--- src/logic/dce_pkg.sv ---
/*
 package of the four-channel transfer engine: register offsets, field
 positions, codes, reset values and the one-hot engine states.
 assumes one clock domain and a 32-bit register bus with word access.
*/
//
// Overview of operation
// - four channels; 24-bit address, 16-bit data as system bus master
// - memory-to-memory needs automatic requests; acknowledge never asserted
// - sync type uses line as enable, ready type as ready
// - line function watched except for sync and ready types; abort only counts once channel runs
// - status function: status bit shows present line level
// - falling edge low two cycles sets transition bit; interrupt if enabled
// - request field picks external (10), automatic max or limited rate
// - external mode field: burst (00), cycle steal, steal with hold
// - steal: request falling edge, arbitrate bus, then acknowledge operand
// - no hold releases bus each operand; hold waits general period
// - device type 00/01 dual addressing, 10/11 single addressing
// - dual: read source into holding registers, then write destination
// - single: one bus cycle per operand, no holding registers
// - device control selects 8 or 16 bit port width
// - operand byte, word, long; several cycles if wider than port
// - memory address counts up, down or hold; device address likewise in dual, always held in single
// - single: memory address steps 1 byte, 2 word; update after operand
// - dual parts ascend by two; parts = size/port; step applied after
// - three 32-bit address registers per channel: memory, device, base
// - 16-bit memory counter minus one per operand; 16-bit base counter
// - zero is terminal count; starting with zero count flags count error
// - start bit activates channel at once, ready for requests
package dce_pkg;
	localparam int NCH = 4;
	// channel block stride is 0x40, general control sits above
	localparam logic [5:0] OFS_CSR = 6'h00;
	localparam logic [5:0] OFS_DCR = 6'h04;
	localparam logic [5:0] OFS_OCR = 6'h08;
	localparam logic [5:0] OFS_SCR = 6'h0C;
	localparam logic [5:0] OFS_CCR = 6'h10;
	localparam logic [5:0] OFS_MAR = 6'h14;
	localparam logic [5:0] OFS_DAR = 6'h18;
	localparam logic [5:0] OFS_BAR = 6'h1C;
	localparam logic [5:0] OFS_MTC = 6'h20;
	localparam logic [5:0] OFS_BTC = 6'h24;
	localparam logic [31:0] GCR_ADDR = 32'h0000_0100;
	// field positions
	localparam int DCR_XRM = 0;
	localparam int DCR_DEVICE_TYPE_FIELD = 2;
	localparam int DCR_PORT16 = 4;
	localparam int DCR_PFN = 5;
	localparam int OCR_REQUEST_GENERATION_FIELD = 0;
	localparam int OCR_SIZE = 2;
	localparam int OCR_DIR = 4;
	localparam int SCR_MEM = 0;
	localparam int SCR_DEV = 2;
	localparam int CCR_START = 0;
	localparam int CCR_IEN = 1;
	localparam int CSR_LEVEL = 0;
	localparam int CSR_TRANS = 1;
	localparam int CSR_ACT = 2;
	localparam int CSR_DONE = 3;
	localparam int CSR_ERR = 4;
	localparam int GCR_HOLD = 0;
	localparam int GCR_RATE = 8;
	// codes
	localparam logic [1:0] XRM_BURST = 2'h0;
	localparam logic [1:0] XRM_RSVD = 2'h1;
	localparam logic [1:0] XRM_STEAL = 2'h2;
	localparam logic [1:0] XRM_HOLD = 2'h3;
	localparam logic [1:0] DT_BUS16 = 2'h0;
	localparam logic [1:0] DT_SYNC8 = 2'h1;
	localparam logic [1:0] DT_ACK = 2'h2;
	localparam logic [1:0] DT_ACKRDY = 2'h3;
	localparam logic [1:0] RQ_LIMIT = 2'h0;
	localparam logic [1:0] RQ_MAX = 2'h1;
	localparam logic [1:0] RQ_EXT = 2'h2;
	localparam logic [1:0] SZ_BYTE = 2'h0;
	localparam logic [1:0] SZ_WORD = 2'h1;
	localparam logic [1:0] SZ_LONG = 2'h2;
	localparam logic [1:0] SQ_HOLD = 2'h0;
	localparam logic [1:0] SQ_UP = 2'h1;
	localparam logic [1:0] SQ_DOWN = 2'h2;
	localparam logic [2:0] PF_STATUS = 3'h0;
	localparam logic [2:0] PF_IRQ = 3'h1;
	localparam logic [2:0] PF_READY = 3'h2;
	localparam logic [2:0] PF_ENABLE = 3'h3;
	localparam logic [2:0] PF_ABORT = 3'h4;
	// reset values and timing
	localparam logic [7:0] CFG_RST = 8'h00;
	localparam logic [31:0] ADDR_RST = 32'h0000_0000;
	localparam logic [15:0] CNT_RST = 16'h0000;
	localparam logic [15:0] GCR_RST = 16'h1008;
	localparam int PCL_LOW_CYC = 2;
	typedef enum logic [6:0] {
		ST_IDLE = 7'h01,
		ST_ARB = 7'h02,
		ST_RD = 7'h04,
		ST_WR = 7'h08,
		ST_FLY = 7'h10,
		ST_NEXT = 7'h20,
		ST_HOLD = 7'h40
	} dce_state_t;
endpackage

--- src/logic/dce_engine.sv ---
/*
 four-channel transfer engine with its AHB-Lite register slave.
 assumes one system bus grant, synchronous peripheral pins and a
 single-master zero-wait register bus; word accesses only.
*/
`timescale 1ns/100ps
module dce_engine
	import dce_pkg::*;
(
	input wire logic clk,
	input wire logic sys_rst,
	input wire logic ce,
	input wire logic hsel,
	input wire logic [31:0] haddr,
	input wire logic [1:0] htrans,
	input wire logic hwrite,
	input wire logic [2:0] hsize,
	input wire logic [31:0] hwdata,
	input wire logic hready,
	output logic hreadyout,
	output logic hresp,
	output logic [31:0] hrdata,
	input wire logic [3:0] chan_request_n,
	output logic [3:0] chan_acknowledge_n,
	input wire logic [3:0] periph_control_line,
	output logic [3:0] chan_irq,
	output logic sys_bus_req,
	input wire logic sys_bus_grant,
	output logic sys_own_n,
	output logic [23:0] sys_addr,
	output logic sys_rd,
	output logic sys_wr,
	output logic sys_byte,
	output logic [15:0] sys_wdata,
	output logic sys_wdata_oe,
	input wire logic [15:0] sys_rdata,
	input wire logic sys_ready
);
	// illegal combinations refuse the start
	function automatic logic cfg_bad(input logic [7:0] d, input logic [7:0] o);
		logic [1:0] rq;
		logic [1:0] sz;
		logic sgl;
		rq = o[OCR_REQUEST_GENERATION_FIELD +: 2];
		sz = o[OCR_SIZE +: 2];
		sgl = d[DCR_DEVICE_TYPE_FIELD + 1];
		cfg_bad = (rq == 2'h3) | (sz == 2'h3) |
			((rq == RQ_EXT) & (d[DCR_XRM +: 2] == XRM_RSVD)) |
			(~sgl & (rq == RQ_EXT)) |
			(sgl & ((sz == SZ_LONG) | (d[DCR_PORT16] != (sz == SZ_WORD))));
	endfunction

	// index of the last operand part
	function automatic logic [1:0] last_part(input logic [1:0] sz,
		input logic p16);
		if (p16) begin
			last_part = (sz == SZ_LONG) ? 2'h1 : 2'h0;
		end else begin
			last_part = (sz == SZ_LONG) ? 2'h3 : (sz == SZ_WORD) ? 2'h1 : 2'h0;
		end
	endfunction

	// lowest ready channel wins
	function automatic logic [1:0] first_ch(input logic [3:0] r);
		first_ch = r[0] ? 2'h0 : r[1] ? 2'h1 : r[2] ? 2'h2 : 2'h3;
	endfunction

	logic bw_q;
	logic bok_q;
	logic [8:0] ba_q;
	logic [31:0] hrdata_q;
	logic [15:0] gcr_q;
	logic [7:0] rate_q;
	dce_state_t st_q, st_d;
	logic [1:0] cur_q;
	logic [1:0] part_q;
	logic [7:0] hcnt_q;
	logic [15:0] hold_q [4];
	logic take;
	logic op_done;
	logic [3:0] pcl_lvl;
	logic [3:0] pcl_fall;
	logic [7:0] dcr_w [4];
	logic [7:0] ocr_w [4];
	logic [7:0] scr_w [4];
	logic [31:0] mar_w [4];
	logic [31:0] dar_w [4];
	logic [31:0] rdv_w [4];
	logic [3:0] act_w;
	logic [3:0] pend_w;
	logic [31:0] mar_nx;
	logic [31:0] dar_nx;

	// register bus decode
	wire ahb_go = hsel & htrans[1] & hready;
	wire bus_wr = bw_q & bok_q;
	wire gcr_rd = haddr == GCR_ADDR;
	wire chan_rd = haddr[31:8] == 24'h0;
	wire [31:0] rd_val = chan_rd ? rdv_w[haddr[7:6]] :
		gcr_rd ? {16'h0, gcr_q} : 32'h0;
	wire gcr_we = bus_wr & (ba_q == GCR_ADDR[8:0]);
	wire rate_tick = rate_q >= gcr_q[GCR_RATE +: 8];

	// address phase capture, read data registered for the data phase
	always_ff @(posedge clk) begin
		if (sys_rst) begin
			bw_q <= 1'b0;
			bok_q <= 1'b0;
			ba_q <= 9'h000;
			hrdata_q <= 32'h0;
		end else if (ce) begin
			bw_q <= ahb_go & hwrite & (hsize == 3'h2);
			if (ahb_go) begin
				bok_q <= haddr[31:9] == 23'h0;
				ba_q <= haddr[8:0];
			end
			if (ahb_go & ~hwrite) begin
				hrdata_q <= rd_val;
			end
		end
	end

	assign hreadyout = ce;
	assign hresp = 1'b0;
	assign hrdata = hrdata_q;

	// general control and limited-rate tick
	always_ff @(posedge clk) begin
		if (sys_rst) begin
			gcr_q <= GCR_RST;
			rate_q <= 8'h00;
		end else if (ce) begin
			if (gcr_we) begin
				gcr_q <= hwdata[15:0];
			end
			rate_q <= rate_tick ? 8'h00 : rate_q + 8'h01;
		end
	end

	// one channel register set per loop pass
	for (genvar c = 0; c < NCH; c++) begin : g_ch
		logic [7:0] dcr_q, ocr_q, scr_q;
		logic [31:0] mar_q, dar_q, bar_q;
		logic [15:0] mtc_q, btc_q;
		logic ien_q, pct_q, act_q, coc_q, err_q, pend_q, rqp_q;
		logic [31:0] rdv;
		wire we = bus_wr & (ba_q[8:6] == {1'b0, 2'(c)});
		wire [5:0] wo = ba_q[5:0];
		wire upd = op_done & (cur_q == 2'(c));
		wire [1:0] dt = dcr_q[DCR_DEVICE_TYPE_FIELD +: 2];
		wire [2:0] pf = dcr_q[DCR_PFN +: 3];
		wire [1:0] external_request_mode_field = dcr_q[DCR_XRM +: 2];
		wire [1:0] rqg = ocr_q[OCR_REQUEST_GENERATION_FIELD +: 2];
		// sync and ready types take the line over
		wire fn_on = (dt != DT_SYNC8) & (dt != DT_ACKRDY);
		// abort counts only on a running channel
		wire abort = fn_on & (pf == PF_ABORT) & act_q & pcl_fall[c];
		wire start = we & (wo == OFS_CCR) & hwdata[CCR_START] & ~act_q;
		wire bad = cfg_bad(dcr_q, ocr_q);
		wire cnt0 = mtc_q == 16'h0;
		wire last = upd & (mtc_q == 16'h1);
		wire clr = we & (wo == OFS_CSR);
		wire ext_ev = (external_request_mode_field == XRM_BURST) ? ~chan_request_n[c] :
			rqp_q & ~chan_request_n[c];
		wire rq_ev = (rqg == RQ_EXT) ? ext_ev :
			(rqg == RQ_MAX) | rate_tick;
		wire take_c = take & (cur_q == 2'(c));

		// configuration and base registers
		always_ff @(posedge clk) begin
			if (sys_rst) begin
				dcr_q <= CFG_RST;
				ocr_q <= CFG_RST;
				scr_q <= CFG_RST;
				ien_q <= 1'b0;
				bar_q <= ADDR_RST;
				btc_q <= CNT_RST;
			end else if (ce & we) begin
				case (wo)
					OFS_DCR: dcr_q <= hwdata[7:0];
					OFS_OCR: ocr_q <= hwdata[7:0];
					OFS_SCR: scr_q <= hwdata[7:0];
					OFS_CCR: ien_q <= hwdata[CCR_IEN];
					OFS_BAR: bar_q <= hwdata;
					OFS_BTC: btc_q <= hwdata[15:0];
					default: ;
				endcase
			end
		end

		// addresses and count move after the operand
		always_ff @(posedge clk) begin
			if (sys_rst) begin
				mar_q <= ADDR_RST;
				dar_q <= ADDR_RST;
				mtc_q <= CNT_RST;
			end else if (ce) begin
				if (upd) begin
					mar_q <= mar_nx;
					dar_q <= dar_nx;
					mtc_q <= mtc_q - 16'h1;
				end else if (we & (wo == OFS_MAR)) begin
					mar_q <= hwdata;
				end else if (we & (wo == OFS_DAR)) begin
					dar_q <= hwdata;
				end else if (we & (wo == OFS_MTC)) begin
					mtc_q <= hwdata[15:0];
				end
			end
		end

		// status flags, a set wins over a clear
		always_ff @(posedge clk) begin
			if (sys_rst) begin
				pct_q <= 1'b0;
				act_q <= 1'b0;
				coc_q <= 1'b0;
				err_q <= 1'b0;
				pend_q <= 1'b0;
				rqp_q <= 1'b1;
			end else if (ce) begin
				pct_q <= (fn_on & (pf != PF_ABORT) & pcl_fall[c]) |
					(pct_q & ~(clr & hwdata[CSR_TRANS]));
				if (start) begin
					act_q <= ~bad & ~cnt0;
				end else if (last | abort) begin
					act_q <= 1'b0;
				end
				coc_q <= last | abort | (coc_q & ~(clr & hwdata[CSR_DONE]));
				err_q <= (start & (bad | cnt0)) | abort |
					(err_q & ~(clr & hwdata[CSR_ERR]));
				pend_q <= act_q & (rq_ev | (pend_q & ~take_c));
				rqp_q <= chan_request_n[c];
			end
		end

		// readback; live line level in status
		always_comb begin
			rdv = 32'h0;
			case (haddr[5:0])
				OFS_CSR: begin
					rdv[CSR_LEVEL] = fn_on & (pf == PF_STATUS) & pcl_lvl[c];
					rdv[CSR_TRANS] = pct_q;
					rdv[CSR_ACT] = act_q;
					rdv[CSR_DONE] = coc_q;
					rdv[CSR_ERR] = err_q;
				end
				OFS_DCR: rdv = {24'h0, dcr_q};
				OFS_OCR: rdv = {24'h0, ocr_q};
				OFS_SCR: rdv = {24'h0, scr_q};
				OFS_CCR: rdv[CCR_IEN] = ien_q;
				OFS_MAR: rdv = mar_q;
				OFS_DAR: rdv = dar_q;
				OFS_BAR: rdv = bar_q;
				OFS_MTC: rdv = {16'h0, mtc_q};
				OFS_BTC: rdv = {16'h0, btc_q};
				default: rdv = 32'h0;
			endcase
		end

		assign dcr_w[c] = dcr_q;
		assign ocr_w[c] = ocr_q;
		assign scr_w[c] = scr_q;
		assign mar_w[c] = mar_q;
		assign dar_w[c] = dar_q;
		assign rdv_w[c] = rdv;
		assign act_w[c] = act_q;
		assign pend_w[c] = pend_q;
		assign chan_irq[c] = ien_q & pct_q;

		dce_pcl_mon u_mon (
			.clk(clk),
			.sys_rst(sys_rst),
			.ce(ce),
			.line(periph_control_line[c]),
			.level(pcl_lvl[c]),
			.fall(pcl_fall[c])
		);
	end

	// settings of the channel on the bus
	wire [7:0] k_dcr = dcr_w[cur_q];
	wire [7:0] k_ocr = ocr_w[cur_q];
	wire [7:0] k_scr = scr_w[cur_q];
	wire [1:0] k_dt = k_dcr[DCR_DEVICE_TYPE_FIELD +: 2];
	// high type bit means single addressing
	wire k_sgl = k_dt[1];
	wire k_dir = k_ocr[OCR_DIR];
	wire k_p16 = k_dcr[DCR_PORT16];
	wire [1:0] k_sz = k_ocr[OCR_SIZE +: 2];
	wire [1:0] k_xrm = k_dcr[DCR_XRM +: 2];
	// mode field only counts for external requests
	wire k_ext = k_ocr[OCR_REQUEST_GENERATION_FIELD +: 2] == RQ_EXT;
	wire k_burst = k_ext ? (k_xrm == XRM_BURST) :
		(k_ocr[OCR_REQUEST_GENERATION_FIELD +: 2] == RQ_MAX);
	wire k_hold = k_ext & (k_xrm == XRM_HOLD);
	wire [1:0] k_last = last_part(k_sz, k_p16);
	wire [2:0] k_step = (k_sz == SZ_LONG) ? 3'h4 :
		(k_sz == SZ_WORD) ? 3'h2 : 3'h1;
	wire [3:0] rdy = act_w & pend_w;
	wire k_rdy = rdy[cur_q];
	wire in_rd = st_q == ST_RD;
	wire in_wr = st_q == ST_WR;
	wire in_fly = st_q == ST_FLY;
	wire [31:0] src_a = k_dir ? dar_w[cur_q] : mar_w[cur_q];
	wire [31:0] dst_a = k_dir ? mar_w[cur_q] : dar_w[cur_q];
	wire [31:0] part_a = (in_rd ? src_a : dst_a) + {29'h0, part_q, 1'b0};
	wire dev_acc = (in_rd & k_dir) | (in_wr & ~k_dir);
	wire line_lo = ~periph_control_line[cur_q];
	// enable for sync device, ready for ready device
	wire pcl_ok = ((k_dt == DT_SYNC8) & dev_acc) ? line_lo :
		((k_dt == DT_ACKRDY) & in_fly) ? line_lo : 1'b1;
	wire cyc_ok = sys_ready & pcl_ok;
	wire part_end = part_q == k_last;
	wire hold_end = hcnt_q >= gcr_q[GCR_HOLD +: 8];
	wire [1:0] mem_mode = k_scr[SCR_MEM +: 2];
	wire [1:0] dev_mode = k_sgl ? SQ_HOLD : k_scr[SCR_DEV +: 2];

	// engine sequence
	always_comb begin
		st_d = st_q;
		take = 1'b0;
		op_done = 1'b0;
		case (st_q)
			ST_IDLE: begin
				if (|rdy) begin
					st_d = ST_ARB;
				end
			end
			ST_ARB: begin
				if (~act_w[cur_q]) begin
					st_d = ST_IDLE;
				end else if (sys_bus_grant) begin
					take = 1'b1;
					st_d = k_sgl ? ST_FLY : ST_RD;
				end
			end
			ST_RD: begin
				if (cyc_ok & part_end) begin
					st_d = ST_WR;
				end
			end
			ST_WR: begin
				if (cyc_ok & part_end) begin
					op_done = 1'b1;
					st_d = ST_NEXT;
				end
			end
			ST_FLY: begin
				if (cyc_ok) begin
					op_done = 1'b1;
					st_d = ST_NEXT;
				end
			end
			// keep, hold or release the bus
			ST_NEXT: begin
				if (k_rdy & k_burst) begin
					take = 1'b1;
					st_d = k_sgl ? ST_FLY : ST_RD;
				end else if (k_hold & act_w[cur_q]) begin
					st_d = ST_HOLD;
				end else begin
					st_d = ST_IDLE;
				end
			end
			// new request within the hold period
			ST_HOLD: begin
				if (k_rdy) begin
					take = 1'b1;
					st_d = k_sgl ? ST_FLY : ST_RD;
				end else if (hold_end | ~act_w[cur_q]) begin
					st_d = ST_IDLE;
				end
			end
			default: st_d = ST_IDLE;
		endcase
	end

	// engine registers
	always_ff @(posedge clk) begin
		if (sys_rst) begin
			st_q <= ST_IDLE;
			cur_q <= 2'h0;
			part_q <= 2'h0;
			hcnt_q <= 8'h00;
		end else if (ce) begin
			st_q <= st_d;
			if (st_q == ST_IDLE) begin
				cur_q <= first_ch(rdy);
			end
			if (st_d != st_q) begin
				part_q <= 2'h0;
			end else if (cyc_ok & (in_rd | in_wr)) begin
				part_q <= part_q + 2'h1;
			end
			hcnt_q <= (st_q == ST_HOLD) ? hcnt_q + 8'h01 : 8'h00;
		end
	end

	// holding registers, narrow port in low byte
	always_ff @(posedge clk) begin
		if (sys_rst) begin
			for (int i = 0; i < 4; i++) begin
				hold_q[i] <= 16'h0000;
			end
		end else if (ce & in_rd & cyc_ok) begin
			hold_q[part_q] <= k_p16 ? sys_rdata : {8'h00, sys_rdata[7:0]};
		end
	end

	dce_step u_mar (
		.addr(mar_w[cur_q]),
		.mode(mem_mode),
		.step(k_step),
		.nxt(mar_nx)
	);

	dce_step u_dar (
		.addr(dar_w[cur_q]),
		.mode(dev_mode),
		.step(k_step),
		.nxt(dar_nx)
	);

	assign sys_bus_req = st_q == ST_ARB;
	assign sys_own_n = (st_q == ST_IDLE) | (st_q == ST_ARB);
	assign sys_addr = in_fly ? mar_w[cur_q][23:0] :
		(in_rd | in_wr) ? part_a[23:0] : 24'h000000;
	assign sys_rd = in_rd | (in_fly & ~k_dir);
	assign sys_wr = in_wr | (in_fly & k_dir);
	assign sys_byte = in_fly ? (k_sz == SZ_BYTE) : ~k_p16;
	assign sys_wdata = in_wr ? hold_q[part_q] : 16'h0000;
	assign sys_wdata_oe = in_wr;

	for (genvar a = 0; a < NCH; a++) begin : g_ack
		assign chan_acknowledge_n[a] = ~(in_fly & (cur_q == 2'(a)));
	end
endmodule

--- src/logic/dce_pcl_mon.sv ---
/*
 watcher of one peripheral control line: level and a filtered fall.
 assumes the line is synchronous to clk and idles high.
*/
`timescale 1ns/100ps
module dce_pcl_mon
	import dce_pkg::*;
(
	input wire logic clk,
	input wire logic sys_rst,
	input wire logic ce,
	input wire logic line,
	output logic level,
	output logic fall
);
	logic [PCL_LOW_CYC:0] hist_q;
	localparam logic [PCL_LOW_CYC:0] FALL_PAT = {1'b1, {PCL_LOW_CYC{1'b0}}};

	// shift history, resets high so no false edge
	always_ff @(posedge clk) begin
		if (sys_rst) begin
			hist_q <= '1;
		end else if (ce) begin
			hist_q <= {hist_q[PCL_LOW_CYC-1:0], line};
		end
	end

	assign level = line;
	assign fall = ce & (hist_q == FALL_PAT);
endmodule

--- src/logic/dce_step.sv ---
/*
 address stepper: counts an address up, down or holds it.
 assumes a byte step of 1, 2 or 4 from the caller.
*/
`timescale 1ns/100ps
module dce_step
	import dce_pkg::*;
(
	input wire logic [31:0] addr,
	input wire logic [1:0] mode,
	input wire logic [2:0] step,
	output logic [31:0] nxt
);
	wire [31:0] st32 = {29'h0, step};

	assign nxt = (mode == SQ_UP) ? addr + st32 :
		(mode == SQ_DOWN) ? addr - st32 : addr;
endmodule

--- config.mk ---
export PLATFORM = sky130hd
export DESIGN_NAME = dce_engine
export DESIGN_NICKNAME = d
export VERILOG_FILES = /design/src/logic/dce_pkg.sv /design/src/logic/dce_engine.sv /design/src/logic/dce_pcl_mon.sv /design/src/logic/dce_step.sv
export SDC_FILE = /design/constraint.sdc
export NUM_CORES = 2
export LEC_CHECK = 0
export ABC_AREA = 1
export BUFFER_PORTS_ARGS = -buffer_cell sky130_fd_sc_hd__buf_4
export CAP_MARGIN = 40
export CORE_MARGIN = 5
export CORE_UTILIZATION = 45
export CTS_CLUSTER_SIZE = 16
export DETAILED_ROUTE_END_ITERATION = 7
export PLACE_DENSITY = 0.62
export SYNTH_ARGS = -nofsm -noshare
export SYNTH_HDL_FRONTEND = slang
export SYNTH_SLANG_ARGS = --single-unit
--- constraint.sdc ---
create_clock -name clk -period 5.5 [get_ports clk]
set_clock_uncertainty 0.1 [all_clocks]
set_input_delay 1.1 -clock clk [delete_from_list [all_inputs] [get_ports clk]]
set_output_delay 1.1 -clock clk [all_outputs]
set_load 0.005 [all_outputs]
==> results by stage <==
Status:
- The flow ran to the end, and the final reports show no timing, DRC or antenna violations.

Routing:
- The remaining number of nets flagged by the antenna check after routing is 0.
- After detailed routing, the average wire length per cell comes to 27.0 um.
- The average vias per placed instance is 6.11.
- The iteration count of the initial detailed-routing pass is 7.
- The first-iteration detailed-routing DRC count is 8052.
- The post-route DRC violation count is 0.
- The total via count in the routed design is 52.2k.
- Summed over all layers, the routed wires come to 231000 um.

Global routing:
- The via count of the first global-routing pass is 46.9k.
- Entering global routing, the biggest net connects 206 pins.
- The first global-routing pass estimated 326000 um of wire.
- After global routing the overflow that remains totals 0.
- The initial antenna violation count was 11.
- For this run, the total global-route usage over all layers was measured as 0.404.

Finish:
- The fraction of layout cells with a size suffix above 1 is 0.102.
- The layout has 10.4k filler cells.
- The top cell types in the final layout, fill and taps aside, are sky130_fd_sc_hd__nand2_1, sky130_fd_sc_hd__nor2_1, sky130_fd_sc_hd__o21ai_0, sky130_fd_sc_hd__inv_1, sky130_fd_sc_hd__dfxtp_1.
- The most common library cell in the layout ignoring fill and taps is sky130_fd_sc_hd__nand2_1.
- The finished cells cover 52600 um^2.
- The final layout contains 7251 nets.
- Compared with the post-synthesis result, the final layout area differs by 13.8%.

Clock network:
- The root cell of the clock tree is sky130_fd_sc_hd__clkbuf_16.
- The largest buffer count on any clock path is 3.
- The clock edge transition at the registers on the reported setup and hold paths is 60 ps.
- Clock tree synthesis inserted a total of 92 buffers.
- The CTS tree is done.
- The latest clock arrival within the worst-skew pair is 710 ps.
- The H-tree was split into 3 levels.
- The clock sink count is 800.

Timing:
- The worst-margin pin slew is 1110 ps.
- The setup-violating endpoint count in the final report is 0.
- The normalized max-slew margin is 0.262.
- Subtracting the final worst setup slack from the clock period gives 5280 ps.
- Adding up every negative setup slack in the final design gives 0 ps.
- The final critical-path share of the clock period is 0.959.
- The final number of hold-violating endpoints is 0.
- Based on the critical path, the design can be clocked at up to 190 MHz.
- The max-slew violation count was 0.
- On the final layout, the worst hold slack is 352 ps.

Worst setup path:
- By instance count, the cell type seen most on the critical path is sky130_fd_sc_hd__o21ai_1.
- At the worst endpoint, the arrival time is 4080 ps.
- For the worst setup path, the data required time is 4300 ps.
- The critical path is of the flop to primary output type.
- STA classifies the critical path startpoint as a flop.
- STA classifies the critical path endpoint as a primary output.
- The worst-case register-to-register setup slack is 510 ps.
- The highest-delay cell along the critical path is sky130_fd_sc_hd__o21ai_1.
- The critical path goes through buf_8 -> nand2_4 -> buf_12 -> o21ai_1 -> nand2_1 -> o21ai_1 -> buf_4 -> nand2_1 -> nor3_4 -> nand2_2 -> nor2_2 -> a21oi_1 -> o21ai_0 -> o21ai_1 -> buf_4.
- The longest individual stage delay on the worst path is 730 ps.
- The top fanout value on the critical path is 39.

Flow run:
- Across the run, the number of max-cap violations was 0.

Die:
- The count of standard-cell rows is 117.
- The horizontal die dimension is 331 um.
- In this run the vertical extent of the chip is 331 um.
- The core region is 102000 um^2.
- The initial cell density of the core is 0.454.
- The boundary pin count is 189.
- The floorplan step defined a die boundary enclosing 109000 um^2.

Synthesis:
- After synthesis, the mean cell area works out to 6.60 um^2.
- Of the post-synthesis cell area, the dominant cell type holds 0.319.
- By area the synthesized netlist is led by sky130_fd_sc_hd__dfxtp_1, sky130_fd_sc_hd__o21ai_0, sky130_fd_sc_hd__nand2_1, sky130_fd_sc_hd__nor2_1, sky130_fd_sc_hd__a21oi_1.
- The cell type contributing the most total cell area after synthesis is sky130_fd_sc_hd__dfxtp_1.
- Synthesis handed over a netlist of 7011 instances.
- The Yosys step of the flow raised 0 warnings.
- The most used flip-flop cell after synthesis is sky130_fd_sc_hd__dfxtp_1.
- The post-synthesis net count is 7160.
- After synthesis, the share of flip-flops with an asynchronous set or reset is 0.
- For this run, the register share of the synthesized area comes to 0.360.
- The total of flip-flops plus latches after synthesis is 800.
- The netlist area before placement is 46300 um^2.
- Yosys mapped the design onto 72 distinct sky130hd cell types.
- The count of flip-flops with a built-in enable after synthesis is 64.

Worst hold path:
- The class of the tightest hold or removal check is flop to flop.

Power:
- The clock network fraction of total power is 0.473.
- The maximum ir drop on the vdd rail is 0.000200 V.
- Of the total power, the share spent switching nets is 0.268.
- The completed layout was analyzed and its total power is 13400 uW.
- The cell internal power dissipation is 9840 uW.
- The total net switching power is 3610 uW.
- The logic gate share of total power is 0.086.
- The part of the total power dissipated in sequential elements is 0.442.
- Dividing total power by cell area gives a power density of 255 nW/um^2.
- The cell leakage power is 0.0218 uW.

Placed design:
- The routability congestion estimate from global placement is 1.05.
- In this run the tool buffered the top-level ports with 186 buffer cells.
- The instance area at placement is 49400 um^2.
- Detailed placement ended at an HPWL of 163000 um.
## metrics by stage
stage / cells / util / worst slack, ps
after global placement: 8344 / 0.483 / 542
final: 8547 / 0.517 / 224
after global routing: 8540 / 0.517 / -5.22
after detailed placement: 8360 / 0.485 / 486
after CTS: 8525 / 0.514 / 10.8
after floorplan: 7011 / - / 1240
## metal layers
| layer | track usage | part of all wire | wire [um] | vias up |
|---|---|---|---|---|
| met5 | 0 | 0.00022 | 50 | - |
| met4 | 0.235 | 0.076 | 17600 | 8 |
| met3 | 0.113 | 0.13 | 30700 | 834 |
| met2 | 0.578 | 0.40 | 92000 | 3651 |
| met1 | 0.544 | 0.39 | 90800 | 24200 |
| li1 | - | - | - | 23500 |
## power groups by stage
stage	combinational, uW	sequential [uW]	clock (uW)
after floorplan	605	6050	0
after global placement	1040	6060	0
after detailed placement	1050	6070	0
after CTS	1050	5940	6350
after global routing	1190	5940	6560
final	1150	5940	6360
## cells in the mapped netlist, types with 34 or more instances
cell type / n
sky130_fd_sc_hd__nand2_1: 1133
sky130_fd_sc_hd__nor2_1: 1040
sky130_fd_sc_hd__o21ai_0: 874
sky130_fd_sc_hd__inv_1: 807
sky130_fd_sc_hd__dfxtp_1: 736
sky130_fd_sc_hd__a21oi_1: 677
sky130_fd_sc_hd__nand3_1: 306
sky130_fd_sc_hd__clkbuf_1: 276
sky130_fd_sc_hd__o22ai_1: 111
sky130_fd_sc_hd__buf_2: 87
sky130_fd_sc_hd__o21ai_1: 84
sky130_fd_sc_hd__a221oi_1: 81
sky130_fd_sc_hd__xor2_1: 69
sky130_fd_sc_hd__edfxtp_1: 64
sky130_fd_sc_hd__nand4_1: 61
sky130_fd_sc_hd__nor3_1: 56
sky130_fd_sc_hd__ha_1: 43
sky130_fd_sc_hd__a31oi_1: 36
sky130_fd_sc_hd__nor3_2: 36
sky130_fd_sc_hd__o2111ai_1: 34
## layout make-up
cell class              instances  area (um^2)  area share
multi-input cells            4931        24500       0.466
diodes                          7         17.5    0.000333
repair buffers                418         3480      0.0661
clock buffers                 137         2670      0.0508
clock inverters                27          323     0.00613
well taps                    1368         1710      0.0325
flip-flops and latches        800        16700       0.316
inverters                     859         3240      0.0615
## state kept, by name, indices dropped and copies added (netlist names), 7 cells and up, named ones only
signal,cells
g_ch.u_mon.hist_q,12
hold_q,64
st_q,7
g_ch.ocr_q,32
ba_q,9
g_ch.scr_q,32
g_ch.mtc_q,64
g_ch.dar_q,128
g_ch.mar_q,128
g_ch.dcr_q,32
hrdata,32
gcr_q,16
rate_q,8
g_ch.btc_q,64
hcnt_q,8
g_ch.bar_q,128
## logic make-up (layout without fill, tap and decap cells)
kind of cell,after synthesis,after routing,synth area share
AOI/OAI and AO/OA,2060,2060,0.248
xor gates and xnor gates,84,84,0.0162
adders and majority gates,48,48,0.0138
buffers and inverters,1281,1441,0.112
DFF,800,800,0.360
muxes,4,4,0.000866
other,1,8,0.0000811
and+or+nand+nor,2733,2734,0.249
## path summary, 6_finish.rpt
kind                                  from                              to  depth (start not counted)
max                  cur_q[1]$_SDFFE_PP0P_                    sys_addr[19]                         15
min          g_ch[2].btc_q[5]$_SDFFE_PP0P_   g_ch[2].btc_q[5]$_SDFFE_PP0P_                          2
max reg2reg          cur_q[0]$_SDFFE_PP0P_  g_ch[3].dar_q[10]$_SDFFE_PP0P_                         22
min reg2reg  g_ch[2].btc_q[5]$_SDFFE_PP0P_   g_ch[2].btc_q[5]$_SDFFE_PP0P_                          2
## critical path, delay by kind of cell (launching register included)
kind            cells  cell delay [ps]
simple gates        6              910
flops               1              400
compound gates      5             1160
buf+inv             4              810
## timing repair
item | in CTS | in global routing
endpoints found under the setup margin | 16 | 17
gates resized for setup | 2 | 18
setup buffers | 1 | 8
hold buffers | 0 | 0
gates cloned | 0 | 2
hold endpoints to repair | 0 | 0
pin swaps | 1 | 4
No activity file was read; power rests on OpenSTA's default activity.
